$ cat src/hw/dp_cycle_consts.svh
// Constants for the fieldbus master cycle sequencer
`ifndef DP_CYCLE_CONSTS_SVH
`define DP_CYCLE_CONSTS_SVH

// Clock period of clk_i in nanoseconds
`define DP_CLK_PERIOD_NS   20
// Longest wait for a slave answer, in nanoseconds
`define DP_RESP_TIMEOUT_NS 20000
// The same wait in clock cycles, rounded down
`define DP_RESP_TIMEOUT_CYC (`DP_RESP_TIMEOUT_NS / `DP_CLK_PERIOD_NS)
// Depth of the input data buffer
`define DP_IN_FIFO_DEPTH   4
// Reset value of the token retention timer
`define DP_HOLD_RST        16'h0000
// Reset value of the per-slave phase
`define DP_PHASE_RST       2'h0

`endif

$ cat src/hw/dp_cycle_pkg.sv
// Types shared by the fieldbus master cycle sequencer
package dp_cycle_pkg;

  // Frame kinds sent to a slave
  typedef enum logic [1:0] {
    KIND_PARAM = 2'h0,
    KIND_CFG   = 2'h1,
    KIND_XCHG  = 2'h3
  } frame_kind_type;

  // Per-slave phase, Gray along the usual path
  typedef enum logic [1:0] {
    PH_PARAM = 2'h0,
    PH_CFG   = 2'h1,
    PH_XCHG  = 2'h3
  } phase_type;

  // Configuration a slave is expected to report
  typedef struct packed {
    logic [7:0] dev_type;
    logic [7:0] fmt_len;
    logic [3:0] n_in;
    logic [3:0] n_out;
  } slave_cfg_type;

  // Request frame to a slave
  typedef struct packed {
    frame_kind_type kind;
    logic [6:0]     addr;
    logic [15:0]    data;
  } request_type;

  // Answer frame from a slave
  typedef struct packed {
    frame_kind_type kind;
    slave_cfg_type  cfg;
    logic [15:0]    data;
  } response_type;

  // Word in the input buffer
  typedef struct packed {
    logic [6:0]  addr;
    logic [15:0] data;
  } in_word_type;

endpackage

$ cat src/hw/fieldbus_dp_master_cycle.sv
// Token holding and cyclic slave sequencer of a fieldbus master
//
// Notes on behaviour
// RL1: Address slaves only while holding the token.
// RL2: Token holder may send unsolicited frames.
// RL3: Retention time is a configured setting.
// RL4: Retention expiry passes token to next master.
// RL5: Slaves only answer after a request.
// RL6: Poll assigned slaves in fixed repeating order.
// RL7: Skip slaves excluded from cyclic exchange.
// RL8: Parameterize, then configure, then exchange data.
// RL9: Compare expected and reported configuration first.
// RL10: Compare type, format/length, input and output counts.
// RL11: Exchange sends fresh outputs, receives latest inputs.
// RL12: New configuration may be sent on request.
// RL13: Mismatch keeps slave out until check passes.
// RL14: Exchange decoupled through separate send/receive buffers; only a receive FIFO here, outputs are read straight from out_data_i.
`timescale 1ns/1ns
`include "dp_cycle_consts.svh"
module fieldbus_dp_master_cycle #(
  parameter int NSLV        = 8,
  parameter int RESP_WAIT   = `DP_RESP_TIMEOUT_CYC,
  parameter int FIFO_DEPTH  = `DP_IN_FIFO_DEPTH
) (
  input  wire logic                          clk_i,
  input  wire logic                          nrst_i,
  input  wire logic [15:0]                   hold_cycles_i,
  input  wire logic                          token_in_i,
  output logic                               token_pass_o,
  output logic                               token_held_o,
  input  wire logic [NSLV-1:0]               slave_en_i,
  input  wire dp_cycle_pkg::slave_cfg_type [NSLV-1:0] exp_cfg_i,
  input  wire logic [NSLV-1:0][15:0]         out_data_i,
  input  wire logic                          reconf_req_i,
  input  wire logic [6:0]                    reconf_slave_i,
  output logic                               req_valid_o,
  input  wire logic                          req_ready_i,
  output dp_cycle_pkg::request_type          req_o,
  input  wire logic                          resp_valid_i,
  input  wire dp_cycle_pkg::response_type    resp_i,
  output logic                               cfg_mismatch_o,
  output logic                               resp_timeout_o,
  output logic [NSLV-1:0]                    xchg_active_o,
  output logic                               in_valid_o,
  input  wire logic                          in_ready_i,
  output dp_cycle_pkg::in_word_type          in_word_o
);
  import dp_cycle_pkg::*;

  localparam int PW = (NSLV > 1) ? $clog2(NSLV) : 1;
  localparam int TW = $clog2(RESP_WAIT + 1);

  // Sequencer states, Gray from idle through select and send to wait
  typedef enum logic [2:0] {
    ST_IDLE   = 3'h0,
    ST_SELECT = 3'h1,
    ST_SEND   = 3'h3,
    ST_WAIT   = 3'h2,
    ST_PASS   = 3'h6
  } seq_state_type;

  seq_state_type  state_q, state_d;
  logic [PW-1:0]  ptr_q;
  logic [15:0]    hold_q;
  logic [TW-1:0]  wait_q;
  logic           token_q;
  logic           pass_q;
  logic           req_valid_q;
  request_type    req_q;
  logic           mism_q;
  logic           tmo_q;
  phase_type      phase_q   [NSLV];
  logic [NSLV-1:0] pend_q;
  logic [NSLV-1:0] xchg_q;
  logic           out_valid_q;
  in_word_type    out_word_q;

  // Decode of the current visit
  wire            expired   = (hold_q == 16'h0000);
  wire [PW-1:0]   ptr_nx    = (ptr_q == PW'(NSLV-1)) ? '0 : ptr_q + 1'b1;
  wire            cur_en    = slave_en_i[ptr_q];
  wire            cur_pend  = pend_q[ptr_q];
  wire phase_type cur_phase = cur_pend ? PH_PARAM : phase_q[ptr_q];
  wire [6:0]      cur_addr  = 7'(ptr_q);
  wire            resp_take = (state_q == ST_WAIT) && resp_valid_i;
  wire            wait_end  = (wait_q == TW'(RESP_WAIT));
  wire            timeout   = (state_q == ST_WAIT) && !resp_valid_i
                              && wait_end;
  // Expected against reported configuration, every field
  wire            cfg_ok    = (resp_i.cfg == exp_cfg_i[ptr_q]); // RL10
  wire            fifo_ready;
  wire            fifo_valid;
  in_word_type    fifo_word;
  wire            fifo_push = resp_take && req_q.kind == KIND_XCHG
                              && resp_i.kind == KIND_XCHG;
  wire            fifo_pop  = fifo_valid && (!out_valid_q || in_ready_i);
  // Exchange waits while the receive buffer has no room
  wire            can_send  = (cur_phase != PH_XCHG) || fifo_ready; // RL14
  wire            go_send   = (state_q == ST_SELECT) && !expired
                              && cur_en && can_send;
  wire            skip      = (state_q == ST_SELECT) && !expired
                              && !cur_en; // RL7
  wire            advance   = skip || resp_take || timeout; // RL6

  // Next state of the sequencer
  always_comb begin
    state_d = state_q;
    case (state_q)
      ST_IDLE:   if (token_in_i) state_d = ST_SELECT; // RL1
      ST_SELECT: begin
        if (expired) state_d = ST_PASS; // RL4
        else if (go_send) state_d = ST_SEND;
      end
      ST_SEND:   if (req_ready_i) state_d = ST_WAIT;
      ST_WAIT:   if (resp_valid_i || wait_end) state_d = ST_SELECT; // RL5
      ST_PASS:   state_d = ST_IDLE;
      default:   state_d = ST_IDLE;
    endcase
  end

  // State, pointer and token ownership
  always_ff @(posedge clk_i or negedge nrst_i) begin
    if (!nrst_i) begin
      state_q <= ST_IDLE;
      ptr_q   <= '0;
      token_q <= 1'b0;
      pass_q  <= 1'b0;
    end else begin
      state_q <= state_d;
      if (advance) ptr_q <= ptr_nx; // RL6
      token_q <= (state_d != ST_IDLE) && (state_d != ST_PASS); // RL1
      pass_q  <= (state_d == ST_PASS); // RL4
    end
  end

  // Retention timer, loaded from the configured setting
  always_ff @(posedge clk_i or negedge nrst_i) begin
    if (!nrst_i) hold_q <= `DP_HOLD_RST;
    else if (state_q == ST_IDLE && token_in_i) hold_q <= hold_cycles_i; // RL3
    else if (token_q && !expired) hold_q <= hold_q - 16'h0001; // RL4
  end

  // Answer timeout counter
  always_ff @(posedge clk_i or negedge nrst_i) begin
    if (!nrst_i) wait_q <= '0;
    else if (state_q != ST_WAIT) wait_q <= '0;
    else if (!wait_end) wait_q <= wait_q + 1'b1;
  end

  // Request frame, built only while the token is held
  always_ff @(posedge clk_i or negedge nrst_i) begin
    if (!nrst_i) begin
      req_valid_q <= 1'b0;
      req_q       <= '0;
    end else if (go_send) begin
      req_valid_q <= 1'b1; // RL1 RL2
      req_q.addr  <= cur_addr;
      req_q.kind  <= (cur_phase == PH_PARAM) ? KIND_PARAM
                   : (cur_phase == PH_CFG) ? KIND_CFG : KIND_XCHG; // RL8
      req_q.data  <= (cur_phase == PH_XCHG) ? out_data_i[ptr_q]
                   : 16'h0000; // RL11
    end else if (req_ready_i) begin
      req_valid_q <= 1'b0;
    end
  end

  // Per-slave phase and pending reconfiguration
  for (genvar i = 0; i < NSLV; i++) begin : g_slv
    wire here   = (ptr_q == PW'(i));
    wire rq_hit = reconf_req_i && (reconf_slave_i == 7'(i));
    // A new request wins over the clear at the visit
    always_ff @(posedge clk_i or negedge nrst_i) begin
      if (!nrst_i) pend_q[i] <= 1'b0;
      else if (rq_hit) pend_q[i] <= 1'b1; // RL12
      else if (go_send && here) pend_q[i] <= 1'b0;
    end
    always_ff @(posedge clk_i or negedge nrst_i) begin
      if (!nrst_i) phase_q[i] <= phase_type'(`DP_PHASE_RST);
      else if (go_send && here && cur_pend) phase_q[i] <= PH_PARAM; // RL12
      else if (resp_take && here) begin
        case (req_q.kind)
          KIND_PARAM: phase_q[i] <= PH_CFG; // RL8
          KIND_CFG:   phase_q[i] <= cfg_ok ? PH_XCHG : PH_CFG; // RL9 RL13
          default:    phase_q[i] <= phase_q[i];
        endcase
      end
    end
    always_ff @(posedge clk_i or negedge nrst_i) begin
      if (!nrst_i) xchg_q[i] <= 1'b0;
      else xchg_q[i] <= (phase_q[i] == PH_XCHG);
    end
  end

  // Error pulses
  always_ff @(posedge clk_i or negedge nrst_i) begin
    if (!nrst_i) begin
      mism_q <= 1'b0;
      tmo_q  <= 1'b0;
    end else begin
      mism_q <= resp_take && req_q.kind == KIND_CFG && !cfg_ok; // RL13
      tmo_q  <= timeout;
    end
  end

  // Receive buffer between the bus exchange and the user side
  xfer_fifo #(
    .WIDTH ($bits(in_word_type)),
    .DEPTH (FIFO_DEPTH)
  ) u_in_fifo (
    .clk_i       (clk_i),
    .nrst_i      (nrst_i),
    .in_valid_i  (fifo_push),
    .in_ready_o  (fifo_ready),
    .in_data_i   ({req_q.addr, resp_i.data}),
    .out_valid_o (fifo_valid),
    .out_ready_i (fifo_pop),
    .out_data_o  (fifo_word)
  ); // RL14

  // Output register stage in front of the user
  always_ff @(posedge clk_i or negedge nrst_i) begin
    if (!nrst_i) begin
      out_valid_q <= 1'b0;
      out_word_q  <= '0;
    end else if (fifo_pop) begin
      out_valid_q <= 1'b1; // RL11
      out_word_q  <= fifo_word;
    end else if (in_ready_i) begin
      out_valid_q <= 1'b0;
    end
  end

  assign token_pass_o   = pass_q;
  assign token_held_o   = token_q;
  assign req_valid_o    = req_valid_q;
  assign req_o          = req_q;
  assign cfg_mismatch_o = mism_q;
  assign resp_timeout_o = tmo_q;
  assign xchg_active_o  = xchg_q;
  assign in_valid_o     = out_valid_q;
  assign in_word_o      = out_word_q;
endmodule

$ cat src/hw/xfer_fifo.sv
// Small flip-flop FIFO with valid and ready on both sides
`timescale 1ns/1ns
module xfer_fifo #(
  parameter int WIDTH = 23,
  parameter int DEPTH = 4
) (
  input  wire logic             clk_i,
  input  wire logic             nrst_i,
  input  wire logic             in_valid_i,
  output logic                  in_ready_o,
  input  wire logic [WIDTH-1:0] in_data_i,
  output logic                  out_valid_o,
  input  wire logic             out_ready_i,
  output logic      [WIDTH-1:0] out_data_o
);
  localparam int AW = (DEPTH > 1) ? $clog2(DEPTH) : 1;

  logic [WIDTH-1:0] mem_q [DEPTH];
  logic [AW-1:0]    wr_q;
  logic [AW-1:0]    rd_q;
  logic [AW:0]      cnt_q;
  wire              push;
  wire              pop;
  wire  [AW-1:0]    wr_nx;
  wire  [AW-1:0]    rd_nx;

  // Honest full and empty from the fill count
  assign in_ready_o  = (cnt_q != (AW+1)'(DEPTH));
  assign out_valid_o = (cnt_q != '0);
  assign out_data_o  = mem_q[rd_q];
  assign push        = in_valid_i && in_ready_o;
  assign pop         = out_valid_o && out_ready_i;
  assign wr_nx = (wr_q == AW'(DEPTH-1)) ? '0 : wr_q + 1'b1;
  assign rd_nx = (rd_q == AW'(DEPTH-1)) ? '0 : rd_q + 1'b1;

  // Pointers and count
  always_ff @(posedge clk_i or negedge nrst_i) begin
    if (!nrst_i) begin
      wr_q  <= '0;
      rd_q  <= '0;
      cnt_q <= '0;
    end else begin
      if (push) wr_q <= wr_nx;
      if (pop) rd_q <= rd_nx;
      cnt_q <= cnt_q + (AW+1)'(push) - (AW+1)'(pop);
    end
  end

  // Storage, written by index
  always_ff @(posedge clk_i) begin
    if (push) mem_q[wr_q] <= in_data_i;
  end
endmodule

$ cat config.mk
export PLATFORM = sky130hd
export DESIGN_NAME = fieldbus_dp_master_cycle
export DESIGN_NICKNAME = d
export VERILOG_FILES = /design/src/hw/dp_cycle_pkg.sv /design/src/hw/fieldbus_dp_master_cycle.sv /design/src/hw/xfer_fifo.sv
export VERILOG_INCLUDE_DIRS = /design/src /design/src/hw
export SDC_FILE = /design/constraint.sdc
export NUM_CORES = 1
export LEC_CHECK = 0
export ABC_AREA = 1
export BUFFER_PORTS_ARGS = -buffer_cell sky130_fd_sc_hd__buf_4
export CORE_ASPECT_RATIO = 0.9
export CORE_UTILIZATION = 25
export DETAILED_ROUTE_END_ITERATION = 16
export MAX_ROUTING_LAYER = met4
export PLACE_DENSITY_LB_ADDON = 0.2
export SLEW_MARGIN = 20
export SYNTH_ARGS = -nofsm -noshare
export SYNTH_HDL_FRONTEND = slang
export SYNTH_SLANG_ARGS = --single-unit
$ cat constraint.sdc
create_clock -name clk_i -period 3.4 [get_ports clk_i]
set_input_delay 0.34 -clock clk_i [delete_from_list [all_inputs] [get_ports clk_i]]
set_output_delay 0.34 -clock clk_i [all_outputs]
set_load 0.02 [all_outputs]
* Word level (Yosys, flattened, before mapping)
Memory sizes are Yosys's and may differ from the RTL's. A register that Yosys moved wholly into a read port is not among the register bits. Cells that the tools add are included.
Storage, ports and cells: memories 1, register bits after elaboration 105, logic and storage cells 263, input port bits 400, output and inout port bits 62, RAM bits 76
Memories:
- u_in_fifo.mem_q | depth 4, bits a word 19, read ports 1, clocked after memory_dff 1, wr ports 1, line xfer_fifo.sv:18 | logic [WIDTH-1:0] mem_q [DEPTH];
Cells by class: reduce and logical (&&, ||, !) cells 103, mux-type cells 68, $add $sub $neg 7, equal/unequal tests 40, $lt $le $gt $ge 2, bitwise operators 1
Operator list (count):
- 24-bit binary-select mux with 3-bit select | 1
- 16-bit two-way mux | 4
- 1-bit logical AND | 49
- 16-bit binary-select mux with 3-bit select | 1
- 2-bit two-way mux | 24
- 2-bit nonzero test | 19
- 3-bit nonzero test | 10
- 7-bit by 3-bit == test with 1-bit output (second input constant) | 4
- 2-bit == test (second input constant) | 13
- 24-bit == test | 1
- 1-bit two-way mux | 24
- 24-bit two-way mux | 1
- 10-bit two-way mux | 2
- 3-bit two-way mux | 6
- 16-bit logical NOT | 1
- 2-bit AND reduction | 8
- 16-bit by 1-bit subtractor with 16-bit output (second input constant) | 1
- 3-bit == test (second input constant) | 5
- 7-bit by 2-bit == test with 1-bit output (second input constant) | 2
- 3-bit by 2-bit == test with 1-bit output (second input constant) | 4
- 3-bit one-hot mux with 4 select lines | 1
- 10-bit by 1-bit adder with 10-bit output (second input constant) | 1
- 10-bit == test (second input constant) | 1
- 7-bit by 1-bit == test with 1-bit output (second input constant) | 1
- other kinds (21) | 37

* Longest topological paths before layout
depth in word-level cells 13, depth in mapped cells 18, depth with buffers taken out 15

* Hierarchy
A second synthesis with hierarchy kept.
Second synthesis, totals: cell total of the unflattened synthesis 1879, area, all modules 13555.5 um2
By module, submodules not included:
- fieldbus_dp_master_cycle | instances 1, area each 9397.8 um2, cells an instance 1555, sequential area each 2852.7 um2
- xfer_fifo | instances 1, area each 4157.7 um2, cells an instance 324, sequential area each 2937.8 um2

* Least setup slack after synthesis
Ideal clock, no wire load.
path type reg2reg, start point register req_q, in the netlist req_o[24], end point memory u_in_fifo.mem_q[0][0] (netlist bit) (enable), cell stages (with the launch flop) 6, period minus slack after synthesis 2.478 ns, setup time 0.395 ns, data required time 3.005 ns, setup slack 0.922 ns, data arrival time 2.083 ns, path buffers 0, cell sequence dfrtp_1 > nand2_1 > or3_1 > nor2_1 > inv_1 > nor2_1
On the way: word-level cells in the longest chain between the ends 6
RTL lines:
- from (decl) | line fieldbus_dp_master_cycle.sv:69 | request_type req_q;
- 2-bit == test | line fieldbus_dp_master_cycle.sv:94 | wire fifo_push = resp_take && req_q.kind == KIND_XCHG
- 1-bit logical AND | line fieldbus_dp_master_cycle.sv:94
- 1-bit logical AND | line fieldbus_dp_master_cycle.sv:95 | && resp_i.kind == KIND_XCHG;
- 1-bit logical AND | line xfer_fifo.sv:31 | assign push = in_valid_i && in_ready_o;
- via u_in_fifo.push | line xfer_fifo.sv:22 | wire push;
- 1-bit two-way mux | line xfer_fifo.sv:51 | if (push) mem_q[wr_q] <= in_data_i;
- 1-bit two-way mux (implied by the code) | line xfer_fifo.sv:51
- to (decl) | line xfer_fifo.sv:18
The timed path passes the listed nets, and every way through them passes these cells.

* Worst setup path in the final report
start point register ptr_q[0], end point register req_q, in the netlist req_o[6]
On the way: word-level cells in the longest chain between the ends 8, elaborated cells between the ends (all ways) 17, classes of those cells eq/ne (2); mux (11); bitwise (1); reduce/logical (3)
RTL lines:
- from (decl) | line fieldbus_dp_master_cycle.sv:63 | logic [PW-1:0] ptr_q;
- from (signal assigned) | line fieldbus_dp_master_cycle.sv:130 | if (advance) ptr_q <= ptr_nx;
- 3-bit NOT with 4-bit output (implied by the code) | line fieldbus_dp_master_cycle.sv:83 | wire phase_type cur_phase = cur_pend ? PH_PARAM : phase_q[ptr_q];
- 2-bit binary-select mux with 3-bit select | line fieldbus_dp_master_cycle.sv:83
- 2-bit two-way mux (implied by the code) (2 in series) | line fieldbus_dp_master_cycle.sv:83
- 2-bit two-way mux | line fieldbus_dp_master_cycle.sv:83
- 2-bit != test | line fieldbus_dp_master_cycle.sv:98 | wire can_send = (cur_phase != PH_XCHG) || fifo_ready;
- 1-bit logical OR | line fieldbus_dp_master_cycle.sv:98
- 1-bit logical AND | line fieldbus_dp_master_cycle.sv:100 | && cur_en && can_send;
Parallel ways exist; a longest one is shown, timed or not. The select of a mux whose other input is x is not followed. A chain may end at the register's enable or synchronous reset.

==> flow_summary.ini <==
[logic_synthesis]
ys_seq_area_share_pct = 42.51
async_flop_share_pct = 60.62
synth_edf_count = 76
syn-cell-area_sq_um = 12260
ys.flop_type = dfrtp_1
synthCells = 1695
syn_area_per_cell_sq_um = 7.230
synthDistinctLibCells = 48
ys_seq_elements = 193
yosys_warnings = 0

[detailed_routing]
vias = 12841
ant_nets = 0
drt_first_pass_iters = 5
drtIter0Drc = 748
viasPerCell = 4.688
remaining_drc_errors = 0
drt_wl_total_um = 47030
wl_per_cell_um = 17.17

[clock_tree]
cts_max_path_buffers = 2
htree_levels = 4
clk_pin_slew_ns = 0.07
clock-root-buffer = clkbuf_16
cts_tree = done
cts-resized-gates = 0
numCtsBuffers = 17
clk_latency_ns = 0.44
cts_sinks = 193

[run]
cap_violations = 0

[timing]
finalCritPeriodShare_pct = 84.63
relSlewSlack_pct = 44.17
tightest_slew_ns = 0.8366
rsz0062_at_grt = no
finalSetupViolations = 0
tns_ns = 0
period_needed_ns = 2.877
clock_skew_ns = 0.01286
hold_viol = 0
finalHoldWorstSlack_ns = 0.08473
fmax_ghz = 0.3475
slew_viol_final = 0

[global_route]
grt_pass1_vias = 12496
grt_max_degree = 91
antenna_found_initial = 3
gr-total-overflow = 0
grt_pass1_wl_um = 71440
track_usage_pct = 19.17

[final_layout]
final_net_count = 2516
final_layout_size_suffix_gt1_share_pct = 25.66
syn2layout_area_growth_pct = 36.95
n_fill_cell = 5182

[worst_setup_path]
path_max_fanout = 64
cp.arrival_ns = 3.23
reg2reg_from = ptr_q[0]
cp_data_required_time_ns = 3.76
cp-end-kind = register
worst_setup_path_start_kind = register
r2r-end = req_o[6]
ff2ff_setup_slack_ns = 0.52
worstRegToRegCells = 7
worstSetupPathType = register to register

[pwr]
p_seq_share_pct = 27.4
p_leak_nw = 8.249
share_comb_of_total_power_pct = 55.6
clkPwrFrac_pct = 17.0
p_total_mw = 12.38
p_sw_share_pct = 47.19
switchingPower_mw = 5.843
p_int_mw = 6.538
p_per_area_nw_per_um2 = 737.7
vdd_drop_max_v = 0.0003248

[floorplanning]
io_pins = 462
die_h_um = 212.0
dieArea_sq_um = 49910
core-area_sq_um = 48120
rows = 76
die_w_um = 235.4
start_util_pct = 25.47

[hold_path]
hold_end = resp_timeout_o
hold_class = input pin to register
whs_path_depth = 2
min_from = resp_valid_i

[place]
place_congestion = 0.9173
post-dp-hpwl_um = 36270
io_buffers = 453

[run_status]
run_status = completed
worst max path at each step:
| stage | startpoint | end | slack, ns | cells after the start |
|---|---|---|---|---|
| global placement | ptr_q[0] | req_o[6] | 0.48 | 7 |
| CTS | ptr_q[0] | req_o[6] | 0.47 | 7 |
| detailed placement | ptr_q[0] | req_o[6] | 0.50 | 7 |
| floorplan | req_o[24] | u_in_fifo.mem_q[0][0] | 0.92 | 5 |
| finish | ptr_q[0] | req_o[6] | 0.52 | 7 |
| global route | ptr_q[0] | req_o[6] | 0.27 | 7 |
repair_timing:
item / 4_1_cts / 5_1_grt
hold buffers: 1 / 0
buffers inserted: 0 / 0
endpoints found under the hold margin: 67 / 0
endpoints found under the setup margin: 0 / 0
cell type report:
type / instances / area, sq um / area share (%)
tap: 624 / 780.7 / 4.652
inverter: 168 / 635.6 / 3.787
clock inverter: 12 / 170.2 / 1.014
sequential: 193 / 5215 / 31.07
timing repair buffer: 482 / 3675 / 21.90
multi-input combinational: 1237 / 5853 / 34.87
antenna: 3 / 7.507 / 0.04473
clock buffer: 20 / 446.7 / 2.661
state kept, by name (all words and copies together), names as in the netlist, 3 cells and up:
register and flops:
state_q 3, wait_q 10, hold_q 16, in_word_o 19
phase_q 16, ptr_q 3, pend_q 8, xchg_active_o 8
req_o 21, u_in_fifo.cnt_q 3, u_in_fifo.mem_q 76
critical path, cell delays in order (launching register included):
cell and delay (ns):
dfrtp_4 0.51, inv_4 0.20, buf_4 0.48, buf_4 0.59, nand2_1 0.13, a22oi_1 0.44, o2111ai_1 0.20, o21ai_0 0.17
power by group through the flow:
stage	logic (mW)	clock network (mW)	registers, mW
after floorplan	4.56	0	3.61
after global placement	6.85	0	3.44
after detailed placement	6.92	0	3.44
after CTS	6.94	2.19	3.40
after global routing	7.74	2.27	3.47
final	6.89	2.10	3.39
stage by stage:
stage / instances / util, % / setup slack (ns) / cell area, sq um
after floorplan: 1702 / - / 0.9223 / 12280
after global placement: 2703 / 33.56 / 0.4837 / 16150
after detailed placement: 2703 / 33.56 / 0.4968 / 16150
after CTS: 2736 / 34.87 / 0.4716 / 16780
after global routing: 2739 / 34.88 / 0.2680 / 16780
final: 2739 / 34.88 / 0.5227 / 16780
placed cells by master (no fill, tap or decap), types with 4 or more instances in the layout:
cell type	count
nand3_1	141
conb_1	8
buf_4	476
edfxtp_1	76
a21oi_1	57
o21ai_1	17
a32o_1	16
buf_12	4
nand4_1	10
nand3b_1	13
nor2_2	6
clkbuf_16	17
xor2_1	4
a21oi_2	5
nor3_1	17
o2111ai_1	16
inv_1	164
a22oi_1	17
nand2_1	522
dfrtp_1	115
ha_1	16
nor2_1	203
o211ai_1	4
o21ai_0	105
a31oi_1	24
nor4_1	5
synth_stat cells, types with 2 or more instances:
library cell / count / area share, %
nand2_1: 523 / 16
nor2_1: 207 / 6.3
inv_1: 166 / 5.1
nand3_1: 141 / 5.8
dfrtp_1: 117 / 24
o21ai_0: 105 / 4.3
edfxtp_1: 76 / 19
a21oi_1: 57 / 2.3
buf_2: 35 / 1.4
clkbuf_1: 31 / 0.95
a31oi_1: 25 / 1.3
a22oi_1: 17 / 1.0
nor3_1: 17 / 0.69
o21ai_1: 17 / 0.69
a32o_1: 16 / 1.3
buf_6: 16 / 1.5
ha_1: 16 / 1.6
o2111ai_1: 16 / 1.1
nand3b_1: 13 / 0.80
buf_4: 12 / 0.74
nand4_1: 10 / 0.51
buf_1: 9 / 0.28
a21oi_2: 5 / 0.36
nor4_1: 5 / 0.26
o211ai_1: 4 / 0.25
xor2_1: 4 / 0.29
o21ai_2: 3 / 0.21
o22ai_1: 3 / 0.15
o311ai_0: 3 / 0.21
or2_2: 3 / 0.15
a211oi_1: 2 / 0.12
inv_2: 2 / 0.061
nor2_2: 2 / 0.10
nor2_4: 2 / 0.18
o21bai_1: 2 / 0.12
cells by family (layout without fill, tap and decap cells):
kind of cell,count (synthesis),after routing,synth area share [%]
simple gates,927,927,31.19
compound gates,280,280,13.95
buf+inv,272,682,10.17
flops,193,193,42.51
fa+ha+maj,17,17,1.797
xor+xnor,5,5,0.3573
other cells,1,11,0.03060
routing by layer:
metal	share of wire [%]	vias to the layer above	global-route usage, %
met2	50	412	32.90
met3	5.5	59	3.947
met1	42	6008	22.50
met5	0	-	-
met4	2.7	0	6.063
li1	-	6362	-
(Power assumes the default switching activity.)
